<file path="src/adc_regs_pkg.sv">
// Shared constants and types for the converter status and mode register bank
package adc_regs_pkg;
  // Clock rates
  localparam int CLK_HZ          = 25_000_000;
  localparam int CONV_CLK_HZ     = 64_000;
  localparam int CONV_DIV_CYCLES = CLK_HZ / CONV_CLK_HZ;
  localparam int CONV_DIV_HALF   = CONV_DIV_CYCLES / 2;

  // Register select codes
  localparam logic [2:0] RS_STATUS = 3'h0;
  localparam logic [2:0] RS_MODE   = 3'h1;

  // Command byte layout
  localparam int CMD_RW_BIT = 6;
  localparam int CMD_RS_LSB = 3;

  // Status register layout and reset values
  localparam int         ST_RDY_BIT          = 7;
  localparam int         ST_ERR_BIT          = 6;
  localparam int         ST_VAR_BIT          = 3;
  localparam logic [7:0] STATUS_RESET_NARROW = 8'h80;
  localparam logic [7:0] STATUS_RESET_WIDE   = 8'h88;

  // Mode register layout and reset value
  localparam int          MODE_OP_LSB   = 13;
  localparam int          MODE_CLK_LSB  = 6;
  localparam int          MODE_RATE_LSB = 0;
  localparam logic [15:0] MODE_RESET    = 16'h000a;
  localparam logic [15:0] MODE_KEEP     = 16'he0cf;

  // Transfer lengths in serial clocks
  localparam logic [4:0] CMD_LEN    = 5'h08;
  localparam logic [4:0] STATUS_LEN = 5'h08;
  localparam logic [4:0] MODE_LEN   = 5'h10;

  // Clock source codes
  localparam logic [1:0] CLK_SRC_INT      = 2'h0;
  localparam logic [1:0] CLK_SRC_INT_OUT  = 2'h1;
  localparam logic [1:0] CLK_SRC_EXT      = 2'h2;
  localparam logic [1:0] CLK_SRC_EXT_DIV2 = 2'h3;

  // Operating mode codes
  localparam logic [2:0] OP_CONTINUOUS = 3'h0;
  localparam logic [2:0] OP_POWER_DOWN = 3'h3;

  typedef enum logic [3:0] {
    ST_CMD   = 4'h1,
    ST_READ  = 4'h2,
    ST_WRITE = 4'h4,
    ST_PASS  = 4'h8
  } serial_state_t;
endpackage

</file>
<file path="src/conv_clock_gen.sv">
// Conversion clock enable generator with internal divider and external clock path
`timescale 1ns/1ps
module conv_clock_gen (
  input  wire logic       clk,
  input  wire logic       rst,
  input  wire logic [1:0] clock_source_field,
  input  wire logic       clk_pin_in,
  output logic            conv_tick,
  output logic            clk_pin_out,
  output logic            clk_pin_oe
);
  logic [8:0] div_cnt;
  logic       ext_q;
  logic       ext_phase;
  logic       ext_rise;
  logic       int_tick;

  assign ext_rise = clk_pin_in & ~ext_q;
  assign int_tick = (div_cnt == 9'(adc_regs_pkg::CONV_DIV_CYCLES - 1));

  // Free running divider for the on-chip 64 kHz rate
  always_ff @(posedge clk or posedge rst) begin
    if (rst) begin
      div_cnt <= 9'h000;
    end else if (int_tick) begin
      div_cnt <= 9'h000;
    end else begin
      div_cnt <= div_cnt + 9'h001;
    end
  end

  always_ff @(posedge clk or posedge rst) begin
    if (rst) begin
      clk_pin_out <= 1'b0;
      clk_pin_oe  <= 1'b0;
    end else begin
      clk_pin_out <= (div_cnt < 9'(adc_regs_pkg::CONV_DIV_HALF));
      clk_pin_oe  <= (clock_source_field == adc_regs_pkg::CLK_SRC_INT_OUT);
    end
  end

  // Edge history of the shared external clock; pin is synchronous to clk
  always_ff @(posedge clk or posedge rst) begin
    if (rst) begin
      ext_q     <= 1'b0;
      ext_phase <= 1'b0;
    end else begin
      ext_q <= clk_pin_in;
      if (ext_rise) begin
        ext_phase <= ~ext_phase;
      end
    end
  end

  always_ff @(posedge clk or posedge rst) begin
    if (rst) begin
      conv_tick <= 1'b0;
    end else begin
      unique case (clock_source_field)
        adc_regs_pkg::CLK_SRC_INT,
        adc_regs_pkg::CLK_SRC_INT_OUT: conv_tick <= int_tick;
        adc_regs_pkg::CLK_SRC_EXT:     conv_tick <= ext_rise;
        adc_regs_pkg::CLK_SRC_EXT_DIV2: conv_tick <= ext_rise & ext_phase;
      endcase
    end
  end
endmodule

</file>
<file path="src/adc_status_mode_registers.sv">
// Serial status and mode register bank of the sigma-delta converter
//
// Behaviour
// - 8-bit read-only status register, select code 0 on read, reset default.
// - Status register is shifted out most significant bit first.
// - Ready bit goes low when a new result enters the data register.
// - Ready bit sets after a data read and shortly before each update.
// - Ready bit sets on entry to power-down mode.
// - Data-out pin also shows the ready state as end of conversion.
// - Error bit updates with ready, set when the result was clamped.
// - Error bit clears on a register write that starts a conversion.
// - Status bits 5 and 4 always read zero.
// - Status bit 3 shows the wide variant; resets 0x80 or 0x88.
// - Status bits 2 to 0 show the converting channel, reset zero.
// - 16-bit read/write mode register, select code 1, resets to 0x000a.
// - Mode register moves most significant bit first both ways.
// - Mode write resets modulator and filter and sets ready.
// - Mode bits 15 to 13 hold operating mode, reset zero.
// - Mode bits 7 and 6 select the conversion clock source, reset zero.
// - External clock source lets several converters share one clock.
// - Operating mode code zero means continuous conversion.
// - Code 00 internal clock undriven; code 01 drives it on pin.
// - Code 11 takes external clock and halves it.
`timescale 1ns/1ps
module adc_status_mode_registers #(
  parameter logic wide_variant = 1'b0
) (
  input  wire logic       clk,
  input  wire logic       rst,
  input  wire logic       sclk,
  input  wire logic       cs_n,
  input  wire logic       din,
  output logic            dout_rdy,
  output logic            dout_rdy_oe,
  input  wire logic       clk_pin_in,
  output logic            clk_pin_out,
  output logic            clk_pin_oe,
  input  wire logic       result_load,
  input  wire logic       result_clamped,
  input  wire logic       pre_update,
  input  wire logic       data_read_done,
  input  wire logic [2:0] converter_channel,
  input  wire logic       pass_done,
  output logic            other_access,
  output logic [2:0]      other_select,
  output logic            other_read,
  output logic [2:0]      operating_mode_field,
  output logic [1:0]      clock_source_field,
  output logic [3:0]      update_rate_field,
  output logic            continuous_mode,
  output logic            power_down,
  output logic            filter_reset,
  output logic            conv_tick
);
  adc_regs_pkg::serial_state_t state;

  logic        sclk_q;
  logic        sclk_rise;
  logic        sclk_fall;
  logic [4:0]  bit_cnt;
  logic [4:0]  xfer_len;
  logic [6:0]  cmd_shift;
  logic [7:0]  next_cmd;
  logic [15:0] shift;
  logic [15:0] write_word;
  logic        cmd_done;
  logic        xfer_last;
  logic        mode_write_stb;
  logic        pd_enter;
  logic        rdy_set;
  logic        rdy;
  logic        err;
  logic [2:0]  active_channel_field;
  logic [7:0]  status_word;
  logic [15:0] mode_word;

  // Status byte assembly; reserved bits are constant zero
  function automatic logic [7:0] pack_status(input logic r, input logic e,
                                             input logic w, input logic [2:0] ch);
    logic [7:0] s;
    s = 8'h00;
    s[adc_regs_pkg::ST_RDY_BIT] = r;
    s[adc_regs_pkg::ST_ERR_BIT] = e;
    s[adc_regs_pkg::ST_VAR_BIT] = w;
    s[2:0] = ch;
    return s;
  endfunction

  assign status_word = pack_status(rdy, err, wide_variant, active_channel_field);

  // Mode word as read back; unused bits read zero
  assign mode_word = {operating_mode_field, 5'h00, clock_source_field, 2'h0,
                      update_rate_field};

  // Serial clock edges; pins are taken as synchronous to clk
  assign sclk_rise = sclk & ~sclk_q;
  assign sclk_fall = ~sclk & sclk_q;
  assign next_cmd   = {cmd_shift, din};
  assign write_word = {shift[14:0], din};
  assign cmd_done   = ~cs_n && (state == adc_regs_pkg::ST_CMD) && sclk_rise &&
                      (bit_cnt == adc_regs_pkg::CMD_LEN - 5'h01);
  assign xfer_last  = sclk_rise && (bit_cnt == xfer_len - 5'h01);

  // mode word captured on the last write clock
  assign mode_write_stb = ~cs_n && (state == adc_regs_pkg::ST_WRITE) && xfer_last;

  assign pd_enter = mode_write_stb &&
                    (write_word[15:adc_regs_pkg::MODE_OP_LSB] == adc_regs_pkg::OP_POWER_DOWN) &&
                    (operating_mode_field != adc_regs_pkg::OP_POWER_DOWN);
  assign rdy_set = data_read_done | pre_update | pd_enter | mode_write_stb;

  // Serial clock history
  always_ff @(posedge clk or posedge rst) begin
    if (rst) begin
      sclk_q <= 1'b1;
    end else begin
      sclk_q <= sclk;
    end
  end

  // Serial state machine; chip select high returns to command phase
  always_ff @(posedge clk or posedge rst) begin
    if (rst) begin
      state     <= adc_regs_pkg::ST_CMD;
      bit_cnt   <= 5'h00;
      xfer_len  <= adc_regs_pkg::CMD_LEN;
      cmd_shift <= 7'h00;
      shift     <= 16'h0000;
    end else if (cs_n) begin
      state   <= adc_regs_pkg::ST_CMD;
      bit_cnt <= 5'h00;
    end else begin
      unique case (state)
        adc_regs_pkg::ST_CMD: begin
          // leading ones held at the first bit
          if (sclk_rise && !(bit_cnt == 5'h00 && din)) begin
            cmd_shift <= next_cmd[6:0];
            bit_cnt   <= bit_cnt + 5'h01;
          end
          if (cmd_done) begin
            bit_cnt <= 5'h00;
            if (next_cmd[adc_regs_pkg::CMD_RS_LSB +: 3] == adc_regs_pkg::RS_STATUS) begin
              if (next_cmd[adc_regs_pkg::CMD_RW_BIT]) begin
                state    <= adc_regs_pkg::ST_READ;
                xfer_len <= adc_regs_pkg::STATUS_LEN;
                shift    <= {status_word, 8'h00};
              end
            end else if (next_cmd[adc_regs_pkg::CMD_RS_LSB +: 3] ==
                         adc_regs_pkg::RS_MODE) begin
              xfer_len <= adc_regs_pkg::MODE_LEN;
              shift    <= mode_word;
              if (next_cmd[adc_regs_pkg::CMD_RW_BIT]) begin
                state <= adc_regs_pkg::ST_READ;
              end else begin
                state <= adc_regs_pkg::ST_WRITE;
              end
            end else begin
              state <= adc_regs_pkg::ST_PASS;
            end
          end
        end
        adc_regs_pkg::ST_READ: begin
          // advance towards the next lower bit
          if (sclk_rise) begin
            shift   <= {shift[14:0], 1'b0};
            bit_cnt <= bit_cnt + 5'h01;
          end
          if (xfer_last) begin
            state   <= adc_regs_pkg::ST_CMD;
            bit_cnt <= 5'h00;
          end
        end
        adc_regs_pkg::ST_WRITE: begin
          if (sclk_rise) begin
            shift   <= write_word;
            bit_cnt <= bit_cnt + 5'h01;
          end
          if (xfer_last) begin
            state   <= adc_regs_pkg::ST_CMD;
            bit_cnt <= 5'h00;
          end
        end
        adc_regs_pkg::ST_PASS: begin
          // Other registers are served elsewhere until they hand back
          if (pass_done) begin
            state <= adc_regs_pkg::ST_CMD;
          end
        end
      endcase
    end
  end

  // Hand-off of selections for registers outside this bank
  always_ff @(posedge clk or posedge rst) begin
    if (rst) begin
      other_access <= 1'b0;
      other_select <= 3'h0;
      other_read   <= 1'b0;
    end else begin
      other_access <= cmd_done &&
                      (next_cmd[adc_regs_pkg::CMD_RS_LSB +: 3] != adc_regs_pkg::RS_STATUS) &&
                      (next_cmd[adc_regs_pkg::CMD_RS_LSB +: 3] != adc_regs_pkg::RS_MODE);
      if (cmd_done) begin
        other_select <= next_cmd[adc_regs_pkg::CMD_RS_LSB +: 3];
        other_read   <= next_cmd[adc_regs_pkg::CMD_RW_BIT];
      end
    end
  end

  // pin shows ready flag outside status and mode reads
  always_ff @(posedge clk or posedge rst) begin
    if (rst) begin
      dout_rdy <= 1'b1;
    end else if (state != adc_regs_pkg::ST_READ) begin
      dout_rdy <= rdy;
    end else if (sclk_fall) begin
      // present current top bit on falling edge
      dout_rdy <= shift[15];
    end
  end

  // Pin is driven only while selected, so several devices may share the line
  assign dout_rdy_oe = ~cs_n;

  // ready flag; a set beats a clear
  always_ff @(posedge clk or posedge rst) begin
    if (rst) begin
      rdy <= 1'b1;
    end else if (rdy_set) begin
      rdy <= 1'b1;
    end else if (result_load) begin
      rdy <= 1'b0;
    end
  end

  // error flag; a fresh result wins over a clear
  always_ff @(posedge clk or posedge rst) begin
    if (rst) begin
      err <= 1'b0;
    end else if (result_load) begin
      err <= result_clamped;
    end else if (mode_write_stb) begin
      err <= 1'b0;
    end
  end

  always_ff @(posedge clk or posedge rst) begin
    if (rst) begin
      active_channel_field <= 3'h0;
    end else begin
      active_channel_field <= converter_channel;
    end
  end

  always_ff @(posedge clk or posedge rst) begin
    if (rst) begin
      operating_mode_field <= adc_regs_pkg::MODE_RESET[15:adc_regs_pkg::MODE_OP_LSB];
      clock_source_field   <= adc_regs_pkg::MODE_RESET[adc_regs_pkg::MODE_CLK_LSB +: 2];
      update_rate_field    <= adc_regs_pkg::MODE_RESET[adc_regs_pkg::MODE_RATE_LSB +: 4];
    end else if (mode_write_stb) begin
      operating_mode_field <= write_word[15:adc_regs_pkg::MODE_OP_LSB];
      clock_source_field   <= write_word[adc_regs_pkg::MODE_CLK_LSB +: 2];
      update_rate_field    <= write_word[adc_regs_pkg::MODE_RATE_LSB +: 4];
    end
  end

  always_ff @(posedge clk or posedge rst) begin
    if (rst) begin
      filter_reset    <= 1'b0;
      continuous_mode <= 1'b1;
      power_down      <= 1'b0;
    end else begin
      filter_reset    <= mode_write_stb;
      continuous_mode <= (operating_mode_field == adc_regs_pkg::OP_CONTINUOUS);
      power_down      <= (operating_mode_field == adc_regs_pkg::OP_POWER_DOWN);
    end
  end

  conv_clock_gen u_conv_clock_gen (
    .clk                (clk),
    .rst                (rst),
    .clock_source_field (clock_source_field),
    .clk_pin_in         (clk_pin_in),
    .conv_tick          (conv_tick),
    .clk_pin_out        (clk_pin_out),
    .clk_pin_oe         (clk_pin_oe)
  );
endmodule

</file>
<file path="config.mk">
export PLATFORM = sky130hd
export DESIGN_NAME = adc_status_mode_registers
export DESIGN_NICKNAME = d
export VERILOG_FILES = /design/src/adc_regs_pkg.sv /design/src/conv_clock_gen.sv /design/src/adc_status_mode_registers.sv
export SDC_FILE = /design/constraint.sdc
export NUM_CORES = 1
export LEC_CHECK = 0
export BUFFER_PORTS_ARGS = -buffer_cell sky130_fd_sc_hd__buf_2
export CORE_MARGIN = 2
export CORE_UTILIZATION = 50
export CTS_BUF_LIST = sky130_fd_sc_hd__clkbuf_4 sky130_fd_sc_hd__clkbuf_8 sky130_fd_sc_hd__clkbuf_16
export CTS_CLUSTER_SIZE = 20
export DETAILED_ROUTE_END_ITERATION = 12
export PLACE_DENSITY = 0.73
export SLEW_MARGIN = 25
export SYNTH_ARGS = -nofsm -noshare
export SYNTH_HDL_FRONTEND = slang
export SYNTH_SLANG_ARGS = --single-unit
</file>
<file path="constraint.sdc">
create_clock -name clk -period 4.03 [get_ports clk]
set_clock_uncertainty 0.05 [all_clocks]
set_input_delay 0.403 -clock clk [delete_from_list [all_inputs] [get_ports clk]]
set_output_delay 0.403 -clock clk [all_outputs]
set_load 0.02 [all_outputs]
</file>
==> flow_summary.ini, run 1 <==
[logic_synthesis]
synth_fp_nets = 315
ys_types = 48
ys_ff_latch = 71
syn_area_sq_um = 3240
synthCells = 297
netlist_top_cells_area = dfrtp_1 49%, mux2_2 7.3%, dfstp_2 6.5%, nand3_1 3.6%, nor2_1 3.4%
synth-edff-count = 0
synth_top_cell_by_area = dfrtp_1
ys_seq_area_share_pct = 55.2
syn_avg_cell_area_sq_um = 10.9
async_reset_ff_share_pct = 100
ys.flop_type = dfrtp_1
yosys.area.top_type_share_pct = 48.7
yosys_warnings = 0

[global_route]
grt_overflow = 0
grt_max_degree = 39
grt_pass1_wl_um = 10700
grt_pass1_vias = 2210
antenna_found_initial = 0
grtUsageTotal_pct = 19.1

[cells_and_area]
diodes = 0
drive_gt1_share_pct = 26.5
nNetsFinal = 353
area_growth_syn_to_layout_pct = 13.8

[setup_path]
crit_fanout = 32
end_kind = flop
arrival_ps = 2430
crit_type = reg -> reg
start_kind = flop
critPathRequiredTime_ps = 4230

[sta]
hold_violations = 0
finalSetupViolations = 0
rsz0062_at_grt = no
tns_ps = 0
post-route-period-util_pct = 55.3
timing.fmax_mhz = 449
max-slew-margin-rel_pct = 47.9
worst_pin_slew_ps = 775
final.min_clock_period_ps = 2230
slew_violations = 0

[die]
die_h_um = 84.4
die_w_um = 84.4
ios = 36
start_util_pct = 51.2
rows = 29
core_sq_um = 6310
die_area_sq_um = 7130

[clock_network]
cts_tree = built
clock_path_buffers = 2
cts_setup_buffers = 0
cts_root_buf = clkbuf_8
cts_inserted_buffers = 9
h-tree-depth = 3
clkSlewWorstSetupHoldPaths_ps = 80
cts_hold_repair.buffers = 0
cts_resized = 0
cts.sinks = 71
clock_latency_ps = 340

[power]
vdd_drop_max_mv = 0.291
power_leakage_nw = 1.71
p_per_area_nw_per_um2 = 570
p_total_mw = 2.10

[route]
routed_wirelength_um = 6260
drc = 0
ant_nets = 0
num_vias = 2280
dr.pass1.iters = 4
vias_per_cell = 5.47
wl_per_cell_um = 15.0
first_iter_violations = 139

[placed_design]
dp_hpwl_um = 4280
gp_congestion = 0.912
io_buffers = 35

[run_status]
status = finished, final reports clean

[min_path]
hold_class = in -> async

[flow_run]
cap_violations = 0
## cell usage after synthesis (2+ instances only)
master	number
nor2b_1	6
and2_1	2
o21ai_0	17
xor2_1	3
dfstp_2	8
o211ai_1	3
inv_1	15
nand4_1	3
xnor2_1	5
nor3_1	3
or3_1	4
nand3_1	23
and4b_1	2
a31oi_1	14
ha_1	4
clkbuf_1	5
mux2_2	21
a21oi_1	5
and3_1	3
dfrtp_1	63
a211o_1	2
nand2_1	26
buf_2	4
nand2b_1	3
nor2_1	29
a22o_1	2
## worst max-delay path, stage by stage (launching register included)
cell and delay [ps]:
dfrtp_1 390, ha_1 220, and4b_1 310, o2111ai_1 210, a2111oi_4 380, buf_4 340
nand3_1 110, o21ai_0 120
## cell type report
class,instances,area (sq um)
Inverter,15,56.3
Timing Repair Buffer,38,198
Multi-Input combinational cell,200,1340
Fill cell,539,2630
Clock inverter,3,42.5
Clock buffer,13,166
Tap cell,77,96.3
Sequential cell,71,1790
## per-stage QoR
step,cells,util (%),instance area (sq um),setup WS [ps],hold slack [ps]
floorplan,297,-,3240,1790,357
global placement,401,55.0,3470,1870,407
detailed placement,401,55.0,3470,1830,417
CTS,417,58.3,3680,1810,105
global route,417,58.3,3680,1580,113
finish,417,58.3,3680,1800,115
## routing by layer
layer  wire, um  track usage (%)  vias to the layer above
met2       2530             24.6                       66
met4        173             9.96                        0
li1           -                -                     1123
met1       3180             30.3                     1073
met5          0                0                        -
met3        375             3.74                       18
## placed cells by master, fill, tap and decap left out, drive strengths merged, types with 3 or more instances in the layout
cell type / n
nor2: 29
ha: 4
o211ai: 3
nand3: 23
xnor2: 5
a21oi: 6
nand2b: 3
buf: 38
mux2: 21
a31oi: 14
dfstp: 8
or3: 4
nor3: 3
nand4: 3
nand2: 26
o21ai: 17
inv: 15
xor2: 4
clkbuf: 13
nor4b: 3
dfrtp: 63
nor2b: 6
and3: 3
## cell families after synthesis
logic type | synth area share, %
AOI/OAI and AO/OA | 10.7
DFF | 55.2
muxes | 7.62
adders and majority gates | 1.55
buffers and inverters | 3.52
xor gates and xnor gates | 3.40
and+or+nand+nor | 18.0
## where the power goes
part	leakage (nW)	internal [mW]	switching, mW	total [mW]
combinational	0.714	0.214	0.315	0.529
clock	0.106	0.333	0.258	0.591
sequential	0.894	0.849	0.130	0.979
total	1.71	1.40	0.703	2.10
## final timing paths
check                                                start                          end  slack, ps  cells after the start
worst max-delay path                            bit_cnt[1]                    shift[11]       1800                      7
worst min-delay path                                   rst  u_conv_clock_gen.clk_pin_oe        120                      2
worst max register to register                  bit_cnt[1]                    shift[11]       1800                      7
worst min register to register  u_conv_clock_gen.ext_phase   u_conv_clock_gen.ext_phase        430                      1
max in group asynchronous                              rst         update_rate_field[1]       2860                      3
min in group clk                      converter_channel[0]      active_channel_field[0]        120                      1
## registers in the layout, indices dropped and copies added (netlist names), 3 cells and up
register,cells
shift,16
u_conv_clock_gen.div_cnt,9
cmd_shift,6
bit_cnt,5
state,4
update_rate_field,4
active_channel_field,3
operating_mode_field,3
other_select,3
Note: power is estimated with default switching activity, not from simulation.
==> run 2: changes to the inputs <==
- ABC_AREA: not set -> 1
- PLACE_DENSITY: 0.73 -> 0.72
- clock period: 4.03 -> 2.25 ns (I/O delays scaled with it)
==> run 2 against run 1 <==
  * Register-to-register slack worse by 1500 ps
  * Wire length is 19% higher
  * Flip-flop and latch count stayed put
  * Setup slack worse by 1500 ps
==> flow_summary.ini, run 2 <==
[route]
wl_per_cell_um = 12.1
first_iter_violations = 199
routed_wirelength_um = 7430
ant_nets = 0
num_vias = 3055
dr.pass1.iters = 4
vias_per_cell = 4.99
drc = 0

[sta]
worst_pin_slew_ps = 392
hold_violations = 0
finalSetupViolations = 0
max-slew-margin-rel_pct = 73.7
timing.fmax_mhz = 520
whs_ps = 17.5
post-route-period-util_pct = 85.4
tns_ps = 0
rsz0062_at_grt = no
slew_violations = 0
final.min_clock_period_ps = 1920

[cells_and_area]
area_growth_syn_to_layout_pct = 14.9
top_register = shift
nNetsFinal = 526
final_common_cell = nand2_1
layout_common_cells = 162 x nand2_1, 63 x dfrtp_1, 51 x inv_1
diodes = 0
reg.largest.list = shift x16, u_conv_clock_gen.div_cnt x9, cmd_shift x6
drive_gt1_share_pct = 18.1
fillCellCount = 672
instances_no_fill = 612
largest_reg_flops = 16

[logic_synthesis]
netlist_top_cells_area = dfrtp_1 43%, nand2_1 17%, dfstp_2 5.8%, inv_1 5.4%, nand4_1 4.8%
ys_types = 37
synth-edff-count = 0
synthTopCellsByCount = 162 x nand2_1, 63 x dfrtp_1, 52 x inv_1
syn_avg_cell_area_sq_um = 7.92
synth.most_common_cell = nand2_1
synthCells = 460
syn_area_sq_um = 3640
synth_top_cell_by_area = dfrtp_1
ys_seq_area_share_pct = 49.1
yosys.area.top_type_share_pct = 43.3
async_reset_ff_share_pct = 100
ys.flop_type = dfrtp_1
synth_fp_nets = 478
ys_ff_latch = 71
yosys_warnings = 0

[die]
rows = 31
start_util_pct = 51.0
die_h_um = 89.3
die_w_um = 89.3
die_area_sq_um = 7980
core_sq_um = 7140
ios = 36

[clock_network]
cts_tree = built
cts.sinks = 71
cts_inserted_buffers = 9
clock_path_buffers = 2
cts_setup_buffers = 0
cts_root_buf = clkbuf_8
h-tree-depth = 3
clock_latency_ps = 350
cts_resized = 0
clkSlewWorstSetupHoldPaths_ps = 80
cts_hold_repair.buffers = 6

[global_route]
grtUsageTotal_pct = 20.8
grt_max_degree = 72
antenna_found_initial = 0
grt_pass1_vias = 2836
busiest_layer = met2
met2_usage_pct = 32.3
grt_overflow = 0
grtUsageMet1_pct = 28.4
grt_pass1_wl_um = 12700
use_met3_pct = 4.06

[placed_design]
dp_hpwl_um = 5340
io_buffers = 35
gp_congestion = 0.856
dpl.cell_count = 590

[power]
vdd_drop_max_mv = 0.450
power_leakage_nw = 2.15
p_per_area_nw_per_um2 = 982

[min_path]
hold_class = in -> reg

[setup_path]
start_kind = primary input
arrival_ps = 2110
crit_fanout = 17
end_kind = flop
critPathRequiredTime_ps = 2440
crit_type = in -> reg

[flow_run]
cap_violations = 0

[run_status]
status = finished, final reports clean
==> run 2: path summary, 6_finish.rpt <==
kind	slack [ps]	end	startpoint	cells past startpoint
setup reg to reg	330	shift[4]	bit_cnt[0]	10
hold / removal	20	rdy	data_read_done	3
min in group asynchronous	440	u_conv_clock_gen.div_cnt[4]	rst	4
setup / recovery	330	shift[4]	sclk	11
hold reg to reg	420	continuous_mode	operating_mode_field[0]	1
max in group asynchronous	1360	state[0]	rst	4
==> run 2: kinds of logic (layout without fill, tap and decap cells) <==
| logic type | Yosys count | after routing | synth area share [%] |
|---|---|---|---|
| simple gates | 275 | 275 | 34.2 |
| flops | 71 | 71 | 49.1 |
| buf+inv | 69 | 122 | 8.35 |
| compound gates | 36 | 36 | 5.84 |
| xor+xnor | 5 | 5 | 1.20 |
| fa+ha+maj | 4 | 4 | 1.37 |
==> run 2: stage by stage <==
stage / power (mW) / area, sq um / worst slack (ps) / utilization, %
detailed placement: 3.11 / 3930 / 349 / 55.0
floorplan: 2.79 / 3640 / 192 / -
global route: 4.45 / 4180 / 91.0 / 58.6
finish: 4.11 / 4180 / 329 / 58.6
CTS: 4.14 / 4180 / 329 / 58.6
global placement: 3.08 / 3930 / 433 / 55.0
==> run 2: where the power goes <==
group	switching, mW	internal (mW)	leakage (nW)
Combinational	0.984	0.465	1.17
Sequential	0.174	1.48	0.882
Clock	0.493	0.513	0.0956
Total	1.65	2.46	2.15
==> run 2: routing by layer <==
layer / vias to the layer above / part of all wire [%]
met5: - / 0
li1: 1569 / -
met2: 58 / 46
met1: 1415 / 46
met4: 0 / 2.2
met3: 13 / 4.9
==> run 2: final cells by class <==
class | count | area, sq um | area share, %
Clock buffer | 9 | 124 | 2.96
Clock inverter | 7 | 72.6 | 1.73
Inverter | 56 | 211 | 5.05
Multi-Input combinational cell | 320 | 1550 | 37.1
Sequential cell | 71 | 1790 | 42.7
Tap cell | 99 | 124 | 2.96
Timing Repair Buffer | 50 | 315 | 7.54
==> run 2: critical path, stage by stage <==
cell and delay [ps]:
dlygate4sd3_1 520, buf_2 110, inv_1 60, nor2_2 240, nand3_2 140, nor2_2 160
o21ai_2 100, nand2_4 180, nand3_4 210, nand2_1 120, nand2_1 50
==> run 3: changes to the inputs <==
- BUFFER_PORTS_ARGS: -buffer_cell sky130_fd_sc_hd__buf_2 -> not set
- DONT_BUFFER_PORTS: not set -> 1
- PLACE_DENSITY: 0.72 -> 0.68
==> run 3 against run 2 <==
  * Clock power is essentially flat
  * Sequential share of layout area grew 1.2 points
  * Sequential power is essentially flat
  * Cell count shrank 4.7%
  * Wire length grew 6.7%
  * Combinational power is essentially flat
  * Critical path type is now reg -> reg
==> flow_summary.ini, run 3 (synthesis results as in run 2) <==
[sta]
finalSetupViolations = 0
hold_violations = 0
post-route-period-util_pct = 84.7
slew_violations = 0
rsz0062_at_grt = no
tns_ps = 0
final.min_clock_period_ps = 1900
timing.fmax_mhz = 525
worst_pin_slew_ps = 578
setup_ws_ps = 345
max-slew-margin-rel_pct = 61.4

[setup_path]
r2r-end = shift[1]
r2r-start = bit_cnt[0]
arrival_ps = 2100
critPathRequiredTime_ps = 2450
r2r_setup_slack_ps = 350
crit_fanout = 17
crit_type = reg -> reg
end_kind = flop
start_kind = flop
reg2reg_depth = 10
crit_path_start = bit_cnt[0]

[min_path]
whs_path_depth = 3
hold_start = cs_n
hold_end = bit_cnt[3]
hold_class = in -> reg

[cells_and_area]
layout_common_cells = 162 x nand2_1, 63 x dfrtp_1, 51 x inv_1
top_register = shift
drive_gt1_share_pct = 12.2
largest_reg_flops = 16
reg.largest.list = shift x16, u_conv_clock_gen.div_cnt x9, cmd_shift x6
regArea_sq_um = 1790
multi_input_area_sq_um = 1550
instances_no_fill = 583
area_growth_syn_to_layout_pct = 11.7
design_area_sq_um = 4070
diodes = 0
final_common_cell = nand2_1
fillCellCount = 676
nNetsFinal = 497

[power]
pwr-share-clk_pct = 24.8
swShare_pct = 40.1
p_int_mw = 2.49
p_per_area_nw_per_um2 = 1020
power_frac_comb_pct = 35.1
switching_power_mw = 1.66
power_leakage_nw = 2.03
p_seq_share_pct = 40.1
p_total_mw = 4.15
vdd_drop_max_mv = 0.367

[route]
num_vias = 3027
dr.pass1.iters = 5
drc = 0
wl_per_cell_um = 13.6
vias_per_cell = 5.19
first_iter_violations = 182
routed_wirelength_um = 7920
ant_nets = 0

[placed_design]
dp_hpwl_um = 5450
pre_cts_ws_ps = 361
placed_area_sq_um = 3760
dpl.cell_count = 556
gp_congestion = 0.871
io_buffers = 0

[die]
die_h_um = 89.3
start_util_pct = 51.0
rows = 31
die_area_sq_um = 7980
die_w_um = 89.3
ios = 36
core_sq_um = 7140

[run_status]
status = finished, final reports clean

[global_route]
grtUsageTotal_pct = 22.3
antenna_found_initial = 0
grt_max_degree = 35
grt_pass1_wl_um = 13500
grt_pass1_vias = 2828
grt_overflow = 0

[clock_network]
clock_latency_ps = 360
h-tree-depth = 3
cts_resized = 0
cts_tree = built
clkSlewWorstSetupHoldPaths_ps = 80
cts_inserted_buffers = 9
cts.sinks = 71
cts_root_buf = clkbuf_8
clock_path_buffers = 2

[flow_run]
cap_violations = 0
## run 3: changes by cell type in the layout (fill, tap and decap cells not counted), sizes merged
cell,change
clkbuf,+1
dlygate4sd3,+5
buf,-34
inv,-1
## run 3: critical path: stages, from the launching register on
cell and delay [ps]:
dfrtp_1 420, ha_1 180, nand2_1 50, inv_1 140, nand3_2 130, nor2_2 160
o21ai_2 100, nand2_4 180, nand3_4 210, nand2_1 110, nand2_1 60
## run 3: per-stage QoR
stage,utilization [%],hold slack (ps)
after CTS,57.0,1.53
after detailed placement,52.7,151
final,57.0,6.84
after floorplan,-,179
after global routing,57.0,13.2
after global placement,52.7,146
## run 3: layout make-up
| class | instances | area share, % |
|---|---|---|
| sequential | 71 | 43.9 |
| multi-input combinational | 320 | 38.1 |
| inverter | 56 | 5.20 |
| timing repair buffer | 21 | 4.86 |
| clock buffer | 10 | 3.38 |
| tap | 99 | 3.05 |
| clock inverter | 6 | 1.48 |
## run 3: repair_timing
action,4_1_cts,5_1_grt
hold buffers,11,0
setup buffers,0,0
hold endpoints to repair,31,0
## run 3: power by group through the flow
stage / Sequential, mW / Clock (mW) / Combinational (mW)
2_1_floorplan: 1.64 / 0 / 1.15
3_3_place_gp: 1.67 / 0 / 1.41
3_5_place_dp: 1.68 / 0 / 1.43
4_1_cts: 1.66 / 1.06 / 1.46
5_1_grt: 1.69 / 1.13 / 1.67
6_report: 1.66 / 1.03 / 1.45
## run 3: per-layer routing
layer  vias up  global-route usage, %  routed length, um
met3        20                   6.46                507
met1      1418                   29.0               3400
met4         0                   8.68                176
met2        86                   35.2               3840
met5         -                      0                  0
li1       1503                      -                  -
## run 3: worst max path at each step
stage / endpoint / slack (ps) / depth (start not counted)
after floorplan: active_channel_field[0] / 190 / 1
after global placement: shift[15] / 430 / 10
after detailed placement: shift[1] / 360 / 10
after CTS: shift[1] / 350 / 10
after global routing: shift[14] / 140 / 10
final: shift[1] / 350 / 10
